[src/i2cbe_pkg.sv]
package i2cbe_pkg;

	// ==========================================================
	// timing
	localparam int CLK_PERIOD_NS  = 4;
	localparam int HOLD_LONG_NS   = 300;
	localparam int HOLD_SHORT_NS  = 100;
	localparam int HALF_SCL_NS    = 1250;
	// least times, so round up to whole cycles
	localparam int HOLD_LONG_CYC  =
		(HOLD_LONG_NS + CLK_PERIOD_NS - 1) / CLK_PERIOD_NS;
	localparam int HOLD_SHORT_CYC =
		(HOLD_SHORT_NS + CLK_PERIOD_NS - 1) / CLK_PERIOD_NS;
	localparam int HALF_SCL_CYC   =
		(HALF_SCL_NS + CLK_PERIOD_NS - 1) / CLK_PERIOD_NS;

	localparam int CNT_W = 9;
	localparam logic [CNT_W-1:0] HOLD_LONG_CNT  = CNT_W'(HOLD_LONG_CYC);
	localparam logic [CNT_W-1:0] HOLD_SHORT_CNT = CNT_W'(HOLD_SHORT_CYC);
	localparam logic [CNT_W-1:0] HALF_SCL_CNT   = CNT_W'(HALF_SCL_CYC);
	localparam logic [CNT_W-1:0] CNT_ZERO       = 9'h000;

	// ==========================================================
	// byte format: eight data bits, then the acknowledge slot
	localparam logic [3:0] BIT_FIRST = 4'h0;
	localparam logic [3:0] BIT_ACK   = 4'h8;
	localparam logic [7:0] BYTE_RST  = 8'h00;

	// ==========================================================
	// carriers
	typedef struct packed {
		logic       start;
		logic       stop;
		logic       write;
		logic       read;
		logic       nack;
		logic [7:0] data;
	} i2cbe_cmd_t;

	typedef struct packed {
		logic bus_busy;
		logic ack_result;
		logic collision;
		logic arb_lost;
		logic host_owner;
		logic client_engaged;
	} i2cbe_status_t;

	typedef struct packed {
		logic start_seen;
		logic stop_seen;
		logic byte_done;
		logic cmd_done;
		logic port_irq_set;
	} i2cbe_event_t;

endpackage

[src/i2cbe_engine.sv]
`timescale 1ns/1ps
// Behaviour
// [RULE_01] transfers are nine-bit units: eight data bits then one acknowledge bit
// [RULE_02] after the eighth falling clock, the sender releases data and samples acknowledge
// [RULE_03] data changes only while clock is low; sampled on rising clock
// [RULE_04] enabled in bus mode, both pins are open-drain: pull low or release
// [RULE_05] software sets both pin directions to input before using the bus mode
// [RULE_06] long-hold select keeps data valid 300 ns after falling clock
// [RULE_07] clock release clear: wait for clock low, then hold it low
// [RULE_08] host clock generation absorbs client stretching invisibly
// [RULE_09] host tracks start/stop and begins only when the bus is idle
// [RULE_10] transmitter compares sampled data with driven; mismatch loses arbitration
// [RULE_11] host losing arbitration also stops driving the clock
// [RULE_12] sampled low data while releasing high flags a bus collision
// [RULE_13] start is data falling with clock high; bus becomes active
// [RULE_14] data already low before pulling it for a start is a collision
// [RULE_15] stop is data rising with clock high, after one clock low period
// [RULE_16] start/stop interrupt enables act only in client modes lacking them
// [RULE_17] restart accepted like stop, resets client logic like a start
// [RULE_18] ten-bit read: after restart and read address, client holds clock
// [RULE_19] ninth pulse: transmitter releases data, accepting receiver pulls it low
// [RULE_20] sampled acknowledge of each transmitted byte goes to ack result
// [RULE_21] with both hold enables, client acknowledge comes from software value
// [RULE_22] client withholds acknowledge when buffer full or overflow is set
// [RULE_23] bytes are shifted most significant bit first
// [RULE_24] a complete received byte goes to the buffer and raises the irq
// [RULE_25] clock and data inputs pass two flops before edge detection
module i2cbe_engine
	import i2cbe_pkg::*;
(
	input  wire logic          sys_clk,
	input  wire logic          rstn,
	input  wire logic          port_enable,
	input  wire logic          i2c_mode,
	input  wire logic          host_mode,
	input  wire logic          client_irq_native,
	input  wire logic          start_irq_enable,
	input  wire logic          stop_irq_enable,
	input  wire logic          sda_hold_long,
	input  wire logic          clock_release,
	input  wire logic          address_hold_enable,
	input  wire logic          data_hold_enable,
	input  wire logic          ack_value_select,
	input  wire logic          buffer_full_flag,
	input  wire logic          receive_overflow_flag,
	input  wire logic          addr_match,
	input  wire logic          tx_load,
	input  wire logic [7:0]    tx_data,
	input  wire logic          status_clear,
	input  wire logic          cmd_valid,
	input  wire i2cbe_cmd_t    cmd,
	output logic               cmd_ready,
	input  wire logic          scl_in,
	output logic               scl_out,
	output logic               scl_oe,
	input  wire logic          sda_in,
	output logic               sda_out,
	output logic               sda_oe,
	output logic [7:0]         rx_tx_buffer,
	output i2cbe_status_t      status,
	output i2cbe_event_t       events
);

	typedef enum {H_IDLE, H_START, H_WAIT, H_LOW, H_HIGH,
		H_RSTRT, H_STOP_A, H_STOP_B, H_STOP_C} i2cbe_host_t;

	// ==========================================================
	// input synchronisers
	logic [2:0] scl_sy_r;
	logic [2:0] sda_sy_r;

	// stage 0 is read only by stage 1
	always_ff @(posedge sys_clk or negedge rstn) begin
		if (!rstn) begin
			scl_sy_r <= 3'h7;
			sda_sy_r <= 3'h7;
		end else begin
			scl_sy_r <= {scl_sy_r[1:0], scl_in}; // RULE_25
			sda_sy_r <= {sda_sy_r[1:0], sda_in}; // RULE_25
		end
	end

	logic en, scl, sda, scl_rise, scl_fall;
	logic start_det, stop_det;
	assign en        = port_enable & i2c_mode;
	assign scl       = scl_sy_r[1];
	assign sda       = sda_sy_r[1];
	assign scl_rise  = scl_sy_r[1] & ~scl_sy_r[2];
	assign scl_fall  = ~scl_sy_r[1] & scl_sy_r[2];
	// data edge with clock high on both samples
	assign start_det = en & ~sda & sda_sy_r[2] & scl & scl_sy_r[2]; // RULE_13

	// ==========================================================
	// bus monitor, bit engine and client
	logic            busy_r, busy_nxt, low_seen_r, low_seen_nxt;
	logic [3:0]      bit_r, bit_nxt;
	logic            rose_r, rose_nxt;
	logic [7:0]      shift_r, shift_nxt, buf_r, buf_nxt;
	logic            tx_r, tx_nxt, ack_low_r, ack_low_nxt;
	logic            first_r, first_nxt, eng_r, eng_nxt;
	logic            rdw_r, rdw_nxt, cl_scl_r, cl_scl_nxt;
	logic            dlow_r, dlow_nxt, pend_r, pend_nxt;
	logic            pval_r, pval_nxt;
	logic [CNT_W-1:0] hold_r, hold_nxt;
	i2cbe_status_t   st_r, st_nxt;
	i2cbe_event_t    ev_r, ev_nxt;
	logic            arb_evt, coll_evt, host_accept, host_done;
	logic            client;
	i2cbe_host_t     h_r, h_nxt;

	assign client   = en & ~host_mode;
	// a stop needs one clock low period since the last start or stop
	assign stop_det = en & sda & ~sda_sy_r[2] & scl & scl_sy_r[2]
		& low_seen_r; // RULE_15
	// released bit read back low while this end transmits
	assign arb_evt  = en & scl_rise & tx_r & (bit_r != BIT_ACK)
		& ~dlow_r & ~sda & (eng_r | host_mode); // RULE_10 RULE_12

	always_comb begin
		busy_nxt     = busy_r;
		low_seen_nxt = low_seen_r | ~scl;
		bit_nxt      = bit_r;
		rose_nxt     = rose_r;
		shift_nxt    = shift_r;
		buf_nxt      = buf_r;
		tx_nxt       = tx_r;
		ack_low_nxt  = ack_low_r;
		first_nxt    = first_r;
		eng_nxt      = eng_r;
		rdw_nxt      = rdw_r;
		dlow_nxt     = dlow_r;
		pend_nxt     = pend_r;
		pval_nxt     = pval_r;
		hold_nxt     = (hold_r == CNT_ZERO) ? CNT_ZERO : hold_r - 9'h001;
		st_nxt       = st_r;
		ev_nxt       = '0;
		// hold time runs from the detected falling clock
		if (pend_r && hold_r == CNT_ZERO) begin
			dlow_nxt = pval_r; // RULE_06 RULE_03
			pend_nxt = 1'b0;
		end
		if (scl_rise) begin
			rose_nxt = 1'b1;
			if (bit_r != BIT_ACK)
				shift_nxt = {shift_r[6:0], sda}; // RULE_23
			else if (tx_r) begin
				st_nxt.ack_result = sda; // RULE_20
				if (client && sda) begin
					eng_nxt = 1'b0; // host refused more data
					tx_nxt  = 1'b0;
				end
			end
		end
		if (scl_fall && rose_r) begin
			rose_nxt = 1'b0;
			pend_nxt = 1'b1;
			hold_nxt = sda_hold_long ? HOLD_LONG_CNT : HOLD_SHORT_CNT; // RULE_06
			pval_nxt = 1'b0;
			if (bit_r == BIT_ACK) begin
				// ninth pulse done; next byte starts
				bit_nxt = BIT_FIRST; // RULE_01
				ev_nxt.byte_done = tx_r;
				if (client && first_r && eng_r && shift_r[0]) begin
					tx_nxt  = 1'b1;
					rdw_nxt = 1'b1; // RULE_18
				end
				first_nxt = 1'b0;
			end else begin
				bit_nxt = bit_r + 4'h1;
				if (bit_r == 4'h7) begin
					if (!tx_r) begin
						buf_nxt = shift_r; // RULE_24
						ev_nxt.byte_done = 1'b1; // RULE_24
						if (client && first_r)
							eng_nxt = addr_match;
						if (client) begin
							if (address_hold_enable && data_hold_enable)
								pval_nxt = ~ack_value_select; // RULE_21
							else
								pval_nxt = ~(buffer_full_flag
									| receive_overflow_flag); // RULE_22
							pval_nxt = pval_nxt
								& (first_r ? addr_match : eng_r);
						end else
							pval_nxt = ack_low_r; // RULE_19
					end
					// transmitter lets go for the acknowledge
				end else if (tx_r)
					pval_nxt = ~shift_r[7]; // RULE_02 RULE_23
			end
		end
		// client read data handed over while the clock is held
		if (client && rdw_r && tx_load) begin
			shift_nxt = tx_data;
			rdw_nxt   = 1'b0;
			pend_nxt  = 1'b0;
			dlow_nxt  = ~tx_data[7]; // RULE_23
		end
		if (host_accept) begin
			tx_nxt      = cmd.write;
			shift_nxt   = cmd.data;
			ack_low_nxt = ~cmd.nack;
			pend_nxt    = 1'b0;
			dlow_nxt    = cmd.write & ~cmd.data[7];
		end
		if (arb_evt) begin
			dlow_nxt = 1'b0; // RULE_10
			pend_nxt = 1'b0;
			tx_nxt   = 1'b0;
			eng_nxt  = 1'b0;
			st_nxt.arb_lost = host_mode;
		end
		if (start_det || stop_det) begin
			// start and restart reset all client logic
			bit_nxt      = BIT_FIRST; // RULE_17
			rose_nxt     = 1'b0;
			first_nxt    = start_det;
			eng_nxt      = 1'b0;
			rdw_nxt      = 1'b0;
			low_seen_nxt = 1'b0;
			busy_nxt     = start_det; // RULE_09 RULE_13
			if (client)
				tx_nxt = 1'b0;
		end
		ev_nxt.start_seen = start_det;
		ev_nxt.stop_seen  = stop_det;
		ev_nxt.cmd_done   = host_done;
		// enables only matter where the mode lacks these interrupts
		ev_nxt.port_irq_set = ev_nxt.byte_done | (client & ((start_det
			& (client_irq_native | start_irq_enable)) | (stop_det
			& (client_irq_native | stop_irq_enable)))); // RULE_16
		if (status_clear) begin
			st_nxt.collision = 1'b0;
			st_nxt.arb_lost  = 1'b0;
		end
		// events win over a clear in the same cycle
		if (arb_evt || coll_evt)
			st_nxt.collision = 1'b1; // RULE_12 RULE_14
		if (arb_evt && host_mode)
			st_nxt.arb_lost = 1'b1; // RULE_11
		// clock stretch waits for the line to be low first
		cl_scl_nxt = client & (~clock_release | rdw_nxt)
			& (cl_scl_r | ~scl); // RULE_07 RULE_18
		st_nxt.bus_busy       = busy_nxt;
		st_nxt.host_owner     = (h_nxt != H_IDLE);
		st_nxt.client_engaged = eng_nxt;
		// clearing the enable is the module reset
		if (!en) begin
			busy_nxt = 1'b0;
			low_seen_nxt = 1'b0;
			bit_nxt = BIT_FIRST;
			rose_nxt = 1'b0;
			tx_nxt = 1'b0;
			first_nxt = 1'b0;
			eng_nxt = 1'b0;
			rdw_nxt = 1'b0;
			dlow_nxt = 1'b0;
			pend_nxt = 1'b0;
			cl_scl_nxt = 1'b0;
			st_nxt = '0;
			ev_nxt = '0;
		end
	end

	always_ff @(posedge sys_clk or negedge rstn) begin
		if (!rstn) begin
			busy_r <= 1'b0;
			low_seen_r <= 1'b0;
			bit_r <= BIT_FIRST;
			rose_r <= 1'b0;
			shift_r <= BYTE_RST;
			buf_r <= BYTE_RST;
			tx_r <= 1'b0;
			ack_low_r <= 1'b0;
			first_r <= 1'b0;
			eng_r <= 1'b0;
			rdw_r <= 1'b0;
			cl_scl_r <= 1'b0;
			dlow_r <= 1'b0;
			pend_r <= 1'b0;
			pval_r <= 1'b0;
			hold_r <= CNT_ZERO;
			st_r <= '0;
			ev_r <= '0;
		end else begin
			busy_r <= busy_nxt;
			low_seen_r <= low_seen_nxt;
			bit_r <= bit_nxt;
			rose_r <= rose_nxt;
			shift_r <= shift_nxt;
			buf_r <= buf_nxt;
			tx_r <= tx_nxt;
			ack_low_r <= ack_low_nxt;
			first_r <= first_nxt;
			eng_r <= eng_nxt;
			rdw_r <= rdw_nxt;
			cl_scl_r <= cl_scl_nxt;
			dlow_r <= dlow_nxt;
			pend_r <= pend_nxt;
			pval_r <= pval_nxt;
			hold_r <= hold_nxt;
			st_r <= st_nxt;
			ev_r <= ev_nxt;
		end
	end

	// ==========================================================
	// host sequencer
	logic [CNT_W-1:0] h_cnt_r, h_cnt_nxt;
	logic             h_scl_r, h_scl_nxt, h_sda_r, h_sda_nxt;
	logic             h_en, h_zero;

	assign h_en   = en & host_mode;
	assign h_zero = (h_cnt_r == CNT_ZERO);

	always_comb begin
		h_nxt       = h_r;
		h_cnt_nxt   = h_zero ? CNT_ZERO : h_cnt_r - 9'h001;
		h_scl_nxt   = h_scl_r;
		h_sda_nxt   = h_sda_r;
		host_accept = 1'b0;
		host_done   = 1'b0;
		coll_evt    = 1'b0;
		cmd_ready   = 1'b0;
		unique case (h_r)
			H_IDLE: begin
				cmd_ready = h_en & ~busy_r; // RULE_09
				if (cmd_ready && cmd_valid && cmd.start) begin
					if (!sda || !scl)
						coll_evt = 1'b1; // RULE_14
					else begin
						h_sda_nxt = 1'b1;
						h_cnt_nxt = HALF_SCL_CNT;
						h_nxt     = H_START;
					end
				end
			end
			H_START: if (h_zero) begin
				h_scl_nxt = 1'b1;
				h_cnt_nxt = HALF_SCL_CNT;
				h_nxt     = H_WAIT;
			end
			H_WAIT: begin
				// owning the bus with the clock low is stretching
				cmd_ready = h_zero;
				if (cmd_ready && cmd_valid) begin
					h_cnt_nxt = HALF_SCL_CNT;
					if (cmd.start) begin
						h_sda_nxt = 1'b0;
						h_nxt     = H_RSTRT; // RULE_17
					end else if (cmd.stop) begin
						h_sda_nxt = 1'b1;
						h_nxt     = H_STOP_A;
					end else if (cmd.write || cmd.read) begin
						h_sda_nxt   = 1'b0;
						host_accept = 1'b1;
						h_nxt       = H_LOW;
					end
				end
			end
			H_LOW: if (h_zero) begin
				h_scl_nxt = 1'b0;
				h_cnt_nxt = HALF_SCL_CNT;
				h_nxt     = H_HIGH;
			end
			H_HIGH: begin
				if (!scl)
					h_cnt_nxt = HALF_SCL_CNT; // RULE_08
				else if (h_zero) begin
					h_scl_nxt = 1'b1;
					h_cnt_nxt = HALF_SCL_CNT;
					if (bit_r == BIT_ACK) begin
						host_done = 1'b1;
						h_nxt     = H_WAIT;
					end else
						h_nxt = H_LOW;
				end
			end
			H_RSTRT: begin
				if (h_scl_r && h_zero) begin
					h_scl_nxt = 1'b0;
					h_cnt_nxt = HALF_SCL_CNT;
				end else if (!h_scl_r && !scl)
					h_cnt_nxt = HALF_SCL_CNT; // RULE_08
				else if (!h_scl_r && h_zero) begin
					if (!sda) begin
						coll_evt  = 1'b1; // RULE_14
						h_nxt     = H_IDLE;
					end else begin
						h_sda_nxt = 1'b1;
						h_cnt_nxt = HALF_SCL_CNT;
						h_nxt     = H_START;
					end
				end
			end
			H_STOP_A: if (h_zero) begin
				h_scl_nxt = 1'b0;
				h_cnt_nxt = HALF_SCL_CNT;
				h_nxt     = H_STOP_B;
			end
			H_STOP_B: begin
				if (!scl)
					h_cnt_nxt = HALF_SCL_CNT; // RULE_08
				else if (h_zero) begin
					h_sda_nxt = 1'b0;
					h_cnt_nxt = HALF_SCL_CNT;
					h_nxt     = H_STOP_C;
				end
			end
			H_STOP_C: if (h_zero) begin
				host_done = 1'b1;
				h_nxt     = H_IDLE;
			end
		endcase
		// losing arbitration gives up both lines
		if (!h_en || arb_evt) begin
			h_nxt     = H_IDLE; // RULE_11
			h_scl_nxt = 1'b0;
			h_sda_nxt = 1'b0;
		end
	end

	always_ff @(posedge sys_clk or negedge rstn) begin
		if (!rstn) begin
			h_r     <= H_IDLE;
			h_cnt_r <= CNT_ZERO;
			h_scl_r <= 1'b0;
			h_sda_r <= 1'b0;
		end else begin
			h_r     <= h_nxt;
			h_cnt_r <= h_cnt_nxt;
			h_scl_r <= h_scl_nxt;
			h_sda_r <= h_sda_nxt;
		end
	end

	// ==========================================================
	// open-drain pins: only ever pull low or let go
	assign scl_out      = 1'b0;
	assign sda_out      = 1'b0;
	assign scl_oe       = en & (host_mode ? h_scl_r : cl_scl_r); // RULE_04
	assign sda_oe       = en & (dlow_r | h_sda_r); // RULE_04
	assign rx_tx_buffer = buf_r;
	assign status       = st_r;
	assign events       = ev_r;

endmodule

[config.mk]
export PLATFORM = sky130hd
export DESIGN_NAME = i2cbe_engine
export DESIGN_NICKNAME = d
export VERILOG_FILES = /design/src/i2cbe_pkg.sv /design/src/i2cbe_engine.sv
export SDC_FILE = /design/constraint.sdc
export NUM_CORES = 1
export LEC_CHECK = 0
export ABC_AREA = 1
export BUFFER_PORTS_ARGS = -buffer_cell sky130_fd_sc_hd__buf_2
export CAP_MARGIN = 20
export CORE_AREA = 2 2 120 93
export DETAILED_ROUTE_END_ITERATION = 6
export DIE_AREA = 0 0 122 95
export GPL_TIMING_DRIVEN = 0
export PLACE_DENSITY = 0.81
export SYNTH_ARGS = -nofsm -noshare
export SYNTH_HDL_FRONTEND = slang
export SYNTH_SLANG_ARGS = --single-unit
[constraint.sdc]
create_clock -name sys_clk -period 2.8 [get_ports sys_clk]
set_clock_uncertainty 0.05 [all_clocks]
set_input_delay 0.14 -clock sys_clk [delete_from_list [all_inputs] [get_ports sys_clk]]
set_output_delay 0.14 -clock sys_clk [all_outputs]
set_load 0.01 [all_outputs]
==> impl_metrics.toml <==
[status]
run_status = "finished clean"

[logic_synthesis]
synthArstFlopShare_pct = 100
yosysSeqAreaShare_pct = 43.0
ys_warn_count = 0
ys_ff_latch = 99
synth_cells = 755
synth_compound_area_share_pct = 14.0
syn_area_per_cell_um2 = 7.65
synth_area_leaders = "dfrtp_1 40%, nand2_1 8.4%, nor2_1 7.9%, o21ai_0 5.5%, inv_1 5.3%"
synth_xor_xnor_area_share_pct = 1.97
synth_top_family_by_area = "simple AND/OR/NAND/NOR gates"
ys_types = 51
synthSimpleGateAreaFrac_pct = 31.0
synth_edf_count = 0
synth-adder-area-share_pct = 1.08
synth.area.mux_share_pct = 0.390
synthesis.area_um2 = 5780
synth_area_leader_cell = "dfrtp_1"
synth_flop_cell = "dfrtp_1"
synth_top_area_share_pct = 40.3

[routing]
vias_per_cell = 5.50
dr.pass1.iters = 5
drc = 0
wl_met1_um = 6770
route.met3.wl_um = 1250
drt_wl_total_um = 14700
avgRoutedWirePerCell_um = 14.9
first_iter_violations = 617
top_layer = "met4"
vias = 5399
antenna_left = 0
wl_met2_um = 6390

[sta]
tns_ns = 0
post-route-min-period_ns = 2.53
fmax_ghz = 0.396
finalHoldViolCount = 0
fin_ws_ns = 0.273
rsz0062_at_grt = "false"
maxSlewViolCount = 0
worst-slew-pin-transition_ns = 0.656
relSlewSlack_pct = 56.2
post-route-period-util_pct = 90.3
finalSetupViolations = 0

[floorplanning]
num_io_pins = 66
rows = 33
initial_utilization_pct = 54.9
dieArea_um2 = 11600
die_x_um = 122
coreArea_um2 = 10500
die_h_um = 95

[global_route]
grt-ovfl-total = 0
grt_pass1_wl_um = 24700
gr-usage-all-layers_pct = 27.3
antenna_found_initial = 0
grt_pass1_vias = 5113
grt_max_degree = 52

[setup_path]
rr_endpoint = "h_r[6]"
r2r_setup_slack_ns = 0.27
r2r_cells = 10
crit_required_ns = 2.99
critical_path_class = "flip-flop to flip-flop"
cp-start-kind = "flip-flop"
crit_path_end_kind = "flip-flop"
worstPathMaxFanout = 10
cp.arrival_ns = 2.72
r2r-start = "h_cnt_r[0]"

[power_and_ir_drop]
peakVddDrop_mv = 0.439
p_int_mw = 2.62
power_switching_share_pct = 30.7
leakagePower_nw = 3.29
combPwrFrac_pct = 19.7
power.total_mw = 3.79
pwr-share-seq_pct = 44.9
pwr-share-clk_pct = 35.4
p_per_area_nw_per_um2 = 566
switchingPower_mw = 1.16

[cells_and_area]
layout.cells.non_filler = 982
syn_to_final_growth_pct = 15.7
layout-drive-gt1-share_pct = 19.6
antenna_cells = 0
seq_area_um2 = 2480
multi_input_area_um2 = 2810
final_nets = 884
final_util_pct = 63.5
fillers = 951

[clocking]
clock-root-buffer = "clkbuf_16"
worstSkewPairLatency_ns = 0.36
cts_sinks = 99
clk_pin_slew_worst_paths_ns = 0.08
htreeDepth = 3
clock_path_buffers = 2
cts_resized = 0
cts_buffers = 9
postCtsSetupRepairBufs = 0
cts_tree = "done"
postCtsHoldBufs = 6

[place]
gp_congestion = 1.00
placedCellCount = 960
dpl.hpwl_um = 10800
port_buffers = 63
dpl_worst_slack_ns = 0.351

[worst_hold_path]
hp-class = "primary input to flip-flop"
hp-start = "cmd[6]"
hold_path_end = "shift_r[6]"
holdPathStages = 3

[run]
max_cap_violations = 0
## cell usage in the layout (no fill, tap or decap), drive strengths merged, types with 4 or more instances in the layout
| cell | n |
|---|---|
| ha | 5 |
| dfstp | 6 |
| dlygate4sd3 | 6 |
| nand4 | 13 |
| a21oi | 27 |
| o221ai | 4 |
| inv | 93 |
| o211ai | 11 |
| a31oi | 9 |
| nor2 | 148 |
| nand3 | 55 |
| xor2 | 10 |
| clkbuf | 18 |
| nand2 | 142 |
| dfrtp | 93 |
| nor3 | 18 |
| a41oi | 5 |
| o21ai | 66 |
| buf | 79 |
## cell usage after synthesis (4+ instances only)
cell type and instances:
o221ai_1 4, a41oi_1 5, nor2_2 22, nand2_2 11, dfstp_2 6, nand3_1 54
xor2_1 10, nand4_1 11, ha_1 5, buf_4 8, nand2_1 129, clkbuf_1 8
nor2_4 5, nor2_1 121, buf_2 4, a31oi_1 9, a21oi_1 25, o21ai_0 64
inv_2 10, nor3_1 15, o211ai_1 11, inv_1 81, dfrtp_1 93
## layout make-up
cell class	instances	share of cell area (%)
Clock buffer	10	3.58
Multi-Input combinational cell	542	42.0
Timing Repair Buffer	70	6.07
Sequential cell	99	37.2
Tap cell	140	2.62
Inverter	92	5.17
Buffer	23	2.15
Clock inverter	6	1.24
## flip-flops by register name, summed over array words and instances (netlist names), 3 cells and up
| register | count |
|---|---|
| h_r | 32 |
| shift_r | 8 |
| h_cnt_r | 9 |
| bit_r | 4 |
| hold_r | 9 |
| status | 4 |
| sda_sy_r | 3 |
| rx_tx_buffer | 8 |
| events | 5 |
| scl_sy_r | 3 |
## metrics by stage
stage	cell area, um^2	hold WS [ns]
floorplan	5780	-0.206
global placement	6270	0.196
global route	6680	0.0326
detailed placement	6300	0.152
CTS	6680	0.00694
finish	6680	0.0126
## worst max-delay path by stage
stage	end	slack (ns)	from	cells past startpoint
after global routing	shift_r[5]	0.02	h_cnt_r[0]	9
after floorplan	status[1]	0.84	scl_sy_r[1]	11
after global placement	status[1]	0.36	scl_sy_r[1]	11
after CTS	shift_r[5]	0.33	h_cnt_r[0]	9
after detailed placement	shift_r[5]	0.35	h_cnt_r[0]	9
final	h_r[6]	0.27	h_cnt_r[0]	10
## logic make-up after synthesis
| logic type | count (synthesis) |
|---|---|
| other | 1 |
| DFF | 99 |
| adders and majority gates | 5 |
| muxes | 2 |
| and+or+nand+nor | 385 |
| buffers and inverters | 115 |
| xor gates and xnor gates | 13 |
| AOI/OAI and AO/OA | 135 |
## metal layers
| metal | global-route usage [%] | vias up |
|---|---|---|
| li1 | - | 2651 |
| met3 | 5.80 | 29 |
| met2 | 41.9 | 207 |
| met1 | 39.0 | 2512 |
| met4 | 8.62 | 0 |
| met5 | 0 | - |
## critical path, stage by stage (launching register included)
cell     delay, ns
dfrtp_1       0.38
inv_1         0.16
ha_1          0.19
nand2_1       0.05
nor2_1        0.19
nand3_1       0.27
o21ai_0       0.43
nand2_1       0.16
nor3_4        0.26
buf_6         0.20
nor3_2        0.05
## power by group through the flow
stage               sequential, mW  combinational [mW]  clock, mW
finish                        1.70               0.744       1.34
global route                  1.72               0.851       1.41
CTS                           1.70               0.740       1.35
detailed placement            1.73               0.728          0
global placement              1.72               0.693          0
floorplan                     1.70               0.542          0
Power figures use the tool's default switching activity.
